**config.mk**
```make
export PLATFORM = sky130hd
export DESIGN_NAME = bsr_setpoint_regs
export DESIGN_NICKNAME = d
export VERILOG_FILES = /design/src/bsr_pkg.sv /design/src/bsr_setpoint_regs.sv
export VERILOG_INCLUDE_DIRS = /design/src
export SDC_FILE = /design/constraint.sdc
export NUM_CORES = 1
export LEC_CHECK = 0
export BUFFER_PORTS_ARGS = -buffer_cell sky130_fd_sc_hd__buf_2
export CORE_MARGIN = 4
export CORE_UTILIZATION = 36
export CTS_BUF_LIST = sky130_fd_sc_hd__clkbuf_16
export CTS_CLUSTER_DIAMETER = 60
export DETAILED_ROUTE_END_ITERATION = 10
export PLACE_DENSITY = 0.63
export SLEW_MARGIN = 25
export SYNTH_ARGS = -nofsm -noshare
export SYNTH_HDL_FRONTEND = slang
export SYNTH_SLANG_ARGS = --single-unit
```
**constraint.sdc**
```tcl
create_clock -name i_clk -period 4.86 [get_ports i_clk]
set_clock_uncertainty 0.15 [all_clocks]
set_input_delay 0.729 -clock i_clk [delete_from_list [all_inputs] [get_ports i_clk]]
set_output_delay 0.729 -clock i_clk [all_outputs]
set_load 0.1 [all_outputs]
```
**src/bsr_regs.svh**
```systemverilog
`ifndef BSR_REGS_SVH
`define BSR_REGS_SVH
`define BSR_ADDR_A_NORM 8'h3C
`define BSR_ADDR_A_STBY 8'h3D
`define BSR_ADDR_A_SLEEP 8'h3E
`define BSR_ADDR_A_MODE 8'h3F
`define BSR_ADDR_A_CONF 8'h40
`define BSR_ADDR_B_NORM 8'h43
`define BSR_ADDR_B_STBY 8'h44
`define BSR_ADDR_B_SLEEP 8'h45
`define BSR_ADDR_B_MODE 8'h46
`define BSR_ADDR_B_CONF 8'h47
`define BSR_RANGE_BIT 6
`define BSR_SETPT_RST 6'h00
`define BSR_MODE_RST 8'h00
`define BSR_CONF_RST 8'h00
`define BSR_MODE_MASK 8'h2F
`define BSR_LOW_BASE_MV 16'h0190
`define BSR_LOW_STEP_MV 16'h0019
`define BSR_HIGH_BASE_MV 16'h0320
`define BSR_HIGH_STEP_MV 16'h0032
`define BSR_HIGH_MAX_CODE 6'h32
`endif

```
**src/bsr_pkg.sv**
```systemverilog
package bsr_pkg;
    // Operating state of the regulator pair
    typedef enum logic [2:0] {
        BSR_NORMAL = 3'b001,
        BSR_STANDBY = 3'b010,
        BSR_SLEEP = 3'b100
    } bsr_opmode_t;
    // Register write/read request from the control interface
    typedef struct packed {
        logic wr;
        logic rd;
        logic [7:0] addr;
        logic [7:0] wdata;
    } bsr_req_t;
    // Per output target handed to the analog loop
    typedef struct packed {
        logic [6:0] code;
        logic [15:0] mv;
        logic reserved;
    } bsr_target_t;
endpackage

```
**src/bsr_setpoint_regs.sv**
```systemverilog
`timescale 1ns/1ps
`include "bsr_regs.svh"
module bsr_setpoint_regs
    import bsr_pkg::*;
(
    // Clock and reset
    input wire logic i_clk,
    input wire logic i_rst_n,
    // Register access from the control interface, same clock
    input wire bsr_req_t i_req,
    output logic [7:0] o_rdata,
    output logic o_rvalid,
    // Factory configuration load of the range bits
    input wire logic i_cfg_load,
    input wire logic i_range_a,
    input wire logic i_range_b,
    // Operating state and merged single-phase select
    input wire bsr_opmode_t i_opmode,
    input wire logic i_merged,
    // Targets, mode and config copies for the two regulators
    output bsr_target_t o_target_a,
    output bsr_target_t o_target_b,
    output logic [7:0] o_mode_a,
    output logic [7:0] o_mode_b,
    output logic [7:0] o_conf_a,
    output logic [7:0] o_conf_b
);
    // Stored fields; B sits at the same relative offsets as A
    logic [5:0] setpt_r [2][3];
    logic [1:0] range_r;
    logic [7:0] mode_r [2];
    logic [7:0] conf_r [2];

    // Read path and per-output targets before their output registers
    logic [7:0] rdata_nxt;
    bsr_target_t tgt_nxt [2];

    // Range bits change only on factory load, never from host writes
    always_ff @(posedge i_clk)
    begin
        if (!i_rst_n)
            range_r <= 2'h0;
        else if (i_cfg_load)
            range_r <= {i_range_b, i_range_a};
    end

    // Per output: decode, storage, state select and code conversion
    // Both outputs share one loop so A and B cannot drift apart in behaviour
    genvar g;
    generate
        for (g = 0; g < 2; g++)
        begin : g_out
            // Register addresses of this output
            localparam logic [7:0] ADDR_NORM = (g == 0) ? `BSR_ADDR_A_NORM : `BSR_ADDR_B_NORM;
            localparam logic [7:0] ADDR_STBY = (g == 0) ? `BSR_ADDR_A_STBY : `BSR_ADDR_B_STBY;
            localparam logic [7:0] ADDR_SLEEP = (g == 0) ? `BSR_ADDR_A_SLEEP : `BSR_ADDR_B_SLEEP;
            localparam logic [7:0] ADDR_MODE = (g == 0) ? `BSR_ADDR_A_MODE : `BSR_ADDR_B_MODE;
            localparam logic [7:0] ADDR_CONF = (g == 0) ? `BSR_ADDR_A_CONF : `BSR_ADDR_B_CONF;
            // Write strobes and the set point chosen by the operating state
            logic [4:0] hit;
            logic [5:0] sp;

            // One write strobe per register; a write to an unmapped address hits nothing
            // Strobes are qualified by wr so a read never disturbs a register
            always_comb
            begin
                hit = 5'h00;
                if (i_req.wr)
                begin
                    hit[0] = (i_req.addr == ADDR_NORM);
                    hit[1] = (i_req.addr == ADDR_STBY);
                    hit[2] = (i_req.addr == ADDR_SLEEP);
                    hit[3] = (i_req.addr == ADDR_MODE);
                    hit[4] = (i_req.addr == ADDR_CONF);
                end
            end

            // Set points store bits 5:0 only; bits 7:6 of a write drop silently
            always_ff @(posedge i_clk)
            begin
                if (!i_rst_n)
                begin
                    setpt_r[g][0] <= `BSR_SETPT_RST;
                    setpt_r[g][1] <= `BSR_SETPT_RST;
                    setpt_r[g][2] <= `BSR_SETPT_RST;
                end
                else
                begin
                    if (hit[0])
                        setpt_r[g][0] <= i_req.wdata[5:0];
                    if (hit[1])
                        setpt_r[g][1] <= i_req.wdata[5:0];
                    if (hit[2])
                        setpt_r[g][2] <= i_req.wdata[5:0];
                end
            end

            // Mode keeps only its defined bits, so the unused ones always read zero
            always_ff @(posedge i_clk)
            begin
                if (!i_rst_n)
                    mode_r[g] <= `BSR_MODE_RST;
                else if (hit[3])
                    mode_r[g] <= i_req.wdata & `BSR_MODE_MASK;
            end

            // Config takes all eight bits as written
            always_ff @(posedge i_clk)
            begin
                if (!i_rst_n)
                    conf_r[g] <= `BSR_CONF_RST;
                else if (hit[4])
                    conf_r[g] <= i_req.wdata;
            end

            // Standby and sleep values act only while the state asks for them
            always_comb
            begin
                case (i_opmode)
                    BSR_NORMAL: sp = setpt_r[g][0];
                    BSR_STANDBY: sp = setpt_r[g][1];
                    BSR_SLEEP: sp = setpt_r[g][2];
                    default: sp = setpt_r[g][0];
                endcase
            end

            // One range bit serves all three states, so a state change never flips range
            // Reserved high codes are only flagged; nothing here keeps them from the loop
            always_comb
            begin
                tgt_nxt[g].code = {range_r[g], sp};
                if (range_r[g])
                begin
                    tgt_nxt[g].mv = `BSR_HIGH_BASE_MV + 16'(sp) * `BSR_HIGH_STEP_MV;
                    tgt_nxt[g].reserved = (sp > `BSR_HIGH_MAX_CODE);
                end
                else
                begin
                    tgt_nxt[g].mv = `BSR_LOW_BASE_MV + 16'(sp) * `BSR_LOW_STEP_MV;
                    tgt_nxt[g].reserved = 1'b0;
                end
            end
        end
    endgenerate

    // Read mux; unmapped addresses read zero
    always_comb
    begin
        case (i_req.addr)
            `BSR_ADDR_A_NORM: rdata_nxt = {1'b0, range_r[0], setpt_r[0][0]};
            `BSR_ADDR_A_STBY: rdata_nxt = {1'b0, range_r[0], setpt_r[0][1]};
            `BSR_ADDR_A_SLEEP: rdata_nxt = {1'b0, range_r[0], setpt_r[0][2]};
            `BSR_ADDR_A_MODE: rdata_nxt = mode_r[0];
            `BSR_ADDR_A_CONF: rdata_nxt = conf_r[0];
            `BSR_ADDR_B_NORM: rdata_nxt = {1'b0, range_r[1], setpt_r[1][0]};
            `BSR_ADDR_B_STBY: rdata_nxt = {1'b0, range_r[1], setpt_r[1][1]};
            `BSR_ADDR_B_SLEEP: rdata_nxt = {1'b0, range_r[1], setpt_r[1][2]};
            `BSR_ADDR_B_MODE: rdata_nxt = mode_r[1];
            `BSR_ADDR_B_CONF: rdata_nxt = conf_r[1];
            default: rdata_nxt = 8'h00;
        endcase
    end

    // Read data registered, one cycle after the request
    always_ff @(posedge i_clk)
    begin
        if (!i_rst_n)
        begin
            o_rdata <= 8'h00;
            o_rvalid <= 1'b0;
        end
        else
        begin
            o_rvalid <= i_req.rd;
            o_rdata <= i_req.rd ? rdata_nxt : 8'h00;
        end
    end

    // Targets registered; merged mode drives B from the A registers
    // The register costs a cycle but keeps decode glitches off the analog side
    always_ff @(posedge i_clk)
    begin
        if (!i_rst_n)
        begin
            o_target_a <= '0;
            o_target_b <= '0;
        end
        else
        begin
            o_target_a <= tgt_nxt[0];
            o_target_b <= i_merged ? tgt_nxt[0] : tgt_nxt[1];
        end
    end

    // Mode copies; a merged pair runs from the A mode register
    always_ff @(posedge i_clk)
    begin
        if (!i_rst_n)
        begin
            o_mode_a <= `BSR_MODE_RST;
            o_mode_b <= `BSR_MODE_RST;
        end
        else
        begin
            o_mode_a <= mode_r[0];
            o_mode_b <= i_merged ? mode_r[0] : mode_r[1];
        end
    end

    // Config copies; a merged pair runs from the A config register
    always_ff @(posedge i_clk)
    begin
        if (!i_rst_n)
        begin
            o_conf_a <= `BSR_CONF_RST;
            o_conf_b <= `BSR_CONF_RST;
        end
        else
        begin
            o_conf_a <= conf_r[0];
            o_conf_b <= i_merged ? conf_r[0] : conf_r[1];
        end
    end
endmodule

```
==> flow_summary.yaml, run 1 <==
critical_path:
  crit_slowest_cell: "or4_4"
  path_cells: "buf_2 > nand2b_1 > o22a_1 > o221a_2 > ha_1 > ha_1 > ha_1 > fa_1 > a211oi_2 > nor2_1 > xor2_1 > or4_4 > a32oi_1 > a21oi_1"
  path_max_fanout: 8
  worst_ep_required_time_ns: 5.00
  crit_top_cell: "ha_1"
  critPathTopFamily: "adder cells"
  worst_ep_arrival_time_ns: 4.60
  crit_buf_inv: 1
  cp-start-kind: "input port"
  worstSetupEndpointType: "flip-flop"
  crit_type: "input port to flip-flop"
  slowest_delay_ns: 0.56
layout:
  regArea_um2: 3443
  areaGrowthSynthToFinish_pct: 18.22
  diodes: 0
  multi_input_area_um2: 4487
  nFillCells: 2237
  drive_gt1_frac: 0.2052
  utilization: 0.4324
  final_nets: 1039
die:
  start_util: 0.3657
  die_w_um: 159.4
  core_area_um2: 22570
  fp.dieH_um: 159.4
  rows: 55
  die_area_um2: 25420
  ioPinCount: 116
pwr:
  power_leakage_nw: 4.279
  p_per_area_nw_per_um2: 476.3
  p_total_w: 0.004649
  peakVddDrop_v: 0.0003040
clocking:
  numCtsBuffers: 17
  cts_resized: 0
  cts.clk_slew.worst_paths_ns: 0.06
  hold_buffers: 0
  cts_root_buf: "clkbuf_16"
  cts.sinks: 141
  postCtsSetupBuffers: 0
  cts_htree_levels: 4
  cts_tree: "yes"
  clk_latency_ns: 0.43
  cts_max_path_buffers: 2
synth:
  synthCells: 798
  synth_top_area_share: 0.2255
  synth_warnings: 0
  synth_seq_cells: 141
  seq_area_frac_synth: 0.4171
  synth_commonest_cells: "87 x ha_1, 79 x and2_1, 79 x dfxtp_1"
  ys.flop_type: "dfxtp_1"
  synth_top_area_cell: "edfxtp_1"
  ys_types: 71
  netlist_area_um2: 8255
  syn_avg_cell_area_um2: 10.35
  synthTopCellsByArea: "edfxtp_1 23%, dfxtp_1 19%, ha_1 13%"
  synth_edf_count: 62
  yosysMostFrequentCell: "ha_1"
  postSynth.asyncResetShare: 0
timing:
  tightest_slew_ns: 0.8968
  maxSlewViolCount: 0
  rsz0062_at_grt: "no"
  layout_min_cycle_time_ns: 4.460
  relSlewSlack: 0.3956
  finalSetupViolations: 0
  fin_crit_sh: 0.9177
  finalHoldViolations: 0
  max_freq_mhz: 224.2
drt:
  drt-pass1-iter-count: 7
  drtIter0Drc: 557
  via_per_inst: 5.275
  routed_wirelength_um: 22070
  ant_nets: 0
  avgRoutedWirePerCell_um: 18.15
  via_count: 6415
  drc: 0
global_route:
  antenna_found_initial: 0
  grt_pass1_vias: 6297
  overflow: 0
  grt_usage: 0.1730
  grt_pass1_wl_um: 34890
  grt_max_degree: 49
run:
  maxCapViolCount: 0
placement:
  dpl.hpwl_um: 17050
  portBuffers: 103
  place.gp.congestion: 0.8844
outcome:
  status: "completed"
hold_path:
  min_path_type: "flip-flop to flip-flop"
==> power breakdown <==
part | leakage [nW] | total (W) | internal, W | switching, W
clock network | 0.282 | 0.00130 | 0.000763 | 0.000541
logic | 2.75 | 0.00196 | 0.000597 | 0.00136
registers | 1.24 | 0.00139 | 0.00134 | 0.0000477
==> sequential cells by signal (all words and copies together) (netlist names) <==
| signal | cells |
|---|---|
| setpt_r | 36 |
| o_target_a | 21 |
| o_target_b | 21 |
| conf_r | 16 |
| mode_r | 10 |
| o_conf_a | 8 |
| o_conf_b | 8 |
| o_rdata | 8 |
| o_mode_a | 5 |
| o_mode_b | 5 |
| range_r | 2 |
| o_rvalid | 1 |
==> cells by family after synthesis <==
family                   Yosys count  synth area share
AND/OR/NAND/NOR                  267            0.1761
AO/OA/AOI/OAI                    163            0.1447
multiplexers                      33           0.05077
other                              1         0.0004542
flip-flops                       141            0.4171
XOR/XNOR                          16           0.01697
buffers and inverters             83           0.04501
adder cells (fa/ha/maj)           94            0.1488
==> final timing paths <==
check | from | end | slack (ns) | cells past startpoint
setup / recovery | i_opmode[0] | o_target_b[11] | 0.40 | 14
hold / removal | conf_r[0][4] | o_conf_a[4] | 0.38 | 1
setup reg to reg | setpt_r[1][14] | o_target_b[12] | 0.65 | 14
hold reg to reg | conf_r[0][4] | o_conf_a[4] | 0.38 | 1
==> through the flow <==
| step | cells | TNS, ns | setup WS (ns) | cell area [µm²] | hold slack (ns) |
|---|---|---|---|---|---|
| detailed placement | 1184 | -0.04672 | -0.03555 | 9165 | 0.3689 |
| global route | 1216 | 0 | 0.1252 | 9759 | 0.4040 |
| CTS | 1216 | 0 | 0.3801 | 9752 | 0.3858 |
| finish | 1216 | 0 | 0.3998 | 9759 | 0.3813 |
| floorplan | 809 | 0 | 0.3301 | 8297 | 0.3166 |
| global placement | 1184 | 0 | 0.07539 | 9165 | 0.3688 |
==> metal layers <==
| layer | routed length (µm) | part of all wire | vias up | GRT usage |
|---|---|---|---|---|
| met5 | 0 | 0 | - | 0 |
| met4 | 448 | 0.020 | 0 | 0.05444 |
| met3 | 1345 | 0.061 | 34 | 0.03831 |
| met2 | 10580 | 0.48 | 217 | 0.2888 |
| met1 | 9694 | 0.44 | 3059 | 0.2246 |
| li1 | - | - | 3105 | - |
==> cells in the final DEF (no fill, tap or decap), types with 10 or more instances in the layout <==
cell and count:
o21ai_0 23, nand2_1 27, mux2i_1 25, edfxtp_1 62
buf_2 102, xnor2_1 10, nand2b_1 15, a21oi_1 19
nor3_1 18, inv_1 40, conb_1 12, dfxtp_1 79
nor2_1 73, a211oi_1 18, buf_4 29, and2_1 79
ha_1 87, clkbuf_16 17, o22ai_1 14, nor2b_1 10
==> cell type report <==
type,instances,area share
clock buffers,17,0.04359
clock inverters,15,0.01654
inverters,42,0.01615
multi-input cells,585,0.4597
flip-flops and latches,141,0.3528
well taps,285,0.03654
repair buffers,131,0.07462
Note: power is estimated with default switching activity, not from simulation.
==> run 2: changes to the inputs <==
--- a/config.mk
+++ b/config.mk
@@ -6,6 +6,7 @@
 export SDC_FILE = /design/constraint.sdc
 export NUM_CORES = 1
 export LEC_CHECK = 0
+export ABC_AREA = 1
 export BUFFER_PORTS_ARGS = -buffer_cell sky130_fd_sc_hd__buf_2
 export CORE_MARGIN = 4
 export CORE_UTILIZATION = 36
==> flow_summary.yaml, run 2 <==
synth:
  synth_warnings: 0
  synth_seq_cells: 141
  netlist_area_um2: 8005
  synth_commonest_cells: "196 x nand2_1, 133 x inv_1, 113 x nor2_1"
  synthTopCellsByArea: "edfxtp_1 23%, dfxtp_1 20%, ha_1 14%"
  synthCells: 952
  synth_edf_count: 62
  synth_top_area_cell: "edfxtp_1"
  ys_types: 46
  ys.flop_type: "dfxtp_1"
  postSynth.asyncResetShare: 0
  yosysMostFrequentCell: "nand2_1"
  syn_avg_cell_area_um2: 8.409
  synth_top_area_share: 0.2326
  seq_area_frac_synth: 0.4301
drt:
  via_per_inst: 4.936
  routed_wirelength_um: 21760
  drt-pass1-iter-count: 6
  drc: 0
  via_count: 6688
  drtIter0Drc: 358
  avgRoutedWirePerCell_um: 16.06
  ant_nets: 0
layout:
  largest_register_ffs: 36
  final_cell_mix: "196 x nand2_1, 133 x inv_1, 113 x nor2_1, 103 x buf_2, 87 x ha_1"
  final_nets: 1183
  areaGrowthSynthToFinish_pct: 16.47
  top_register: "setpt_r"
  drive_gt1_frac: 0.1647
  nFillCells: 2173
  final_common_cell: "nand2_1"
  utilization: 0.4272
  top_regs: "setpt_r (36), o_target_a (21), o_target_b (21)"
  diodes: 0
critical_path:
  crit_top_cell: "inv_1"
  crit_type: "input port to flip-flop"
  cp_num_cells: 22
  critPathTopFamily: "adder cells"
  reg2reg_from: "setpt_r[1][7]"
  startpoint: "i_opmode[2]"
  timing.reg2reg.setup_slack_ns: 1.14
  timing.rr.end: "o_target_b[12]"
  path_max_fanout: 10
  path_cells: "buf_2 > inv_1 > nand3b_4 > nand2_2 > inv_4 > a21oi_2 > inv_1 > ha_1 > inv_1 > fa_1 > inv_1 > ha_1 > ha_1 > inv_1 > fa_1 > o21bai_1 > nand2_1 > nand2_1 > a21oi_1 > nand2_1 > nand2_1 > nor2_1"
  worstSetupEndpointType: "flip-flop"
  cp-start-kind: "input port"
  worst_ep_required_time_ns: 5.07
  slowest_delay_ns: 0.49
  worstRegToRegCells: 19
  crit_buf_inv: 7
  worst_ep_arrival_time_ns: 4.20
  crit_slowest_cell: "fa_1"
  crit_path_end: "o_target_b[12]"
outcome:
  status: "completed"
die:
  core_area_um2: 21820
  die_area_um2: 24690
  ioPinCount: 116
  die_w_um: 157.1
  fp.dieH_um: 157.1
  rows: 54
  start_util: 0.3668
hold_path:
  min_path_type: "flip-flop to flip-flop"
timing:
  rsz0062_at_grt: "no"
  relSlewSlack: 0.4169
  fin_crit_sh: 0.8209
  layout_min_cycle_time_ns: 3.989
  max_freq_mhz: 250.7
  tns_ns: 0
  tightest_slew_ns: 0.8655
  finalHoldViolations: 0
  finalSetupViolations: 0
  maxSlewViolCount: 0
placement:
  place.gp.congestion: 0.9164
  portBuffers: 103
  dpl.hpwl_um: 17030
clocking:
  cts_root_buf: "clkbuf_16"
  cts.clk_slew.worst_paths_ns: 0.07
  cts_max_path_buffers: 2
  numCtsBuffers: 17
  cts.sinks: 141
  postCtsSetupBuffers: 0
  hold_buffers: 0
  clk_latency_ns: 0.44
  cts_htree_levels: 4
  cts_tree: "yes"
  cts_resized: 0
pwr:
  power_leakage_nw: 4.738
  swShare: 0.4282
  power_frac_clock: 0.293
  pwr-share-seq: 0.326
  p_sw_w: 0.001807
  peakVddDrop_v: 0.0003249
  p_per_area_nw_per_um2: 452.6
  pwr-share-comb: 0.380
  p_int_w: 0.002413
global_route:
  antenna_found_initial: 0
  grt_pass1_vias: 6524
  grt_usage: 0.1786
  grt_max_degree: 50
  overflow: 0
  grt_pass1_wl_um: 33940
run:
  maxCapViolCount: 0
run 2: metal layers:
metal | up-vias | track usage | share of wire
li1 | 3301 | - | -
met1 | 3129 | 0.2300 | 0.44
met2 | 228 | 0.2997 | 0.47
met3 | 30 | 0.03437 | 0.062
met4 | 0 | 0.06514 | 0.023
met5 | - | 0 | 0
run 2: kinds of logic after synthesis:
| kind of cell | after synthesis | share of synthesized area |
|---|---|---|
| buffers and inverters | 178 | 0.09347 |
| flip-flops | 141 | 0.4301 |
| XOR/XNOR | 12 | 0.01407 |
| AND/OR/NAND/NOR | 403 | 0.2185 |
| adder cells (fa/ha/maj) | 94 | 0.1535 |
| AO/OA/AOI/OAI | 123 | 0.08987 |
| other | 1 | 0.0004684 |
run 2: worst min-delay path by stage:
stage	end	slack, ns	cells after the start	startpoint
2_1_floorplan	o_conf_a[0]	0.30	2	conf_r[0][0]
3_3_place_gp	o_mode_a[3]	0.35	2	mode_r[0][3]
3_5_place_dp	o_mode_a[3]	0.34	2	mode_r[0][3]
4_1_cts	o_mode_a[3]	0.36	2	mode_r[0][3]
5_1_grt	o_conf_a[7]	0.38	2	conf_r[0][7]
6_report	o_mode_a[1]	0.37	2	mode_r[0][1]
run 2: power groups by stage:
stage / combinational [W] / clock, W / sequential [W]
global placement: 0.00160 / 0 / 0.00140
global route: 0.00177 / 0.00130 / 0.00139
floorplan: 0.000781 / 0 / 0.00191
finish: 0.00160 / 0.00124 / 0.00138
CTS: 0.00161 / 0.00126 / 0.00138
detailed placement: 0.00160 / 0 / 0.00140
run 2: layout make-up:
cell class	count	area, µm²	share of cell area
timing repair buffer	109	560.5	0.06012
sequential	141	3443	0.3693
multi-input combinational	644	3855	0.4134
tap	280	350.3	0.03757
clock buffer	17	425.4	0.04563
inverter	149	564.3	0.06052
clock inverter	15	125.1	0.01342
run 2: worst register-to-register path, cell delays in order (launching register included):
cell	delay, ns
edfxtp_1	0.36
inv_1	0.09
o21ai_0	0.15
a21oi_2	0.23
inv_1	0.14
ha_1	0.33
inv_1	0.06
fa_1	0.49
inv_1	0.05
ha_1	0.27
ha_1	0.16
inv_1	0.07
fa_1	0.40
o21bai_1	0.22
nand2_1	0.07
nand2_1	0.08
a21oi_1	0.06
nand2_1	0.09
nand2_1	0.06
nor2_1	0.11
run 2: stage by stage:
stage / cells / hold slack [ns] / total power [W] / setup slack [ns] / area (µm²)
after floorplan: 963 / 0.2976 / 0.002696 / 0.9084 / 8046
after global placement: 1323 / 0.3469 / 0.002998 / 0.4791 / 8773
after detailed placement: 1323 / 0.3430 / 0.003004 / 0.4490 / 8773
after CTS: 1355 / 0.3646 / 0.004248 / 0.8838 / 9324
after global routing: 1355 / 0.3838 / 0.004458 / 0.5618 / 9324
final: 1355 / 0.3653 / 0.004220 / 0.8706 / 9324
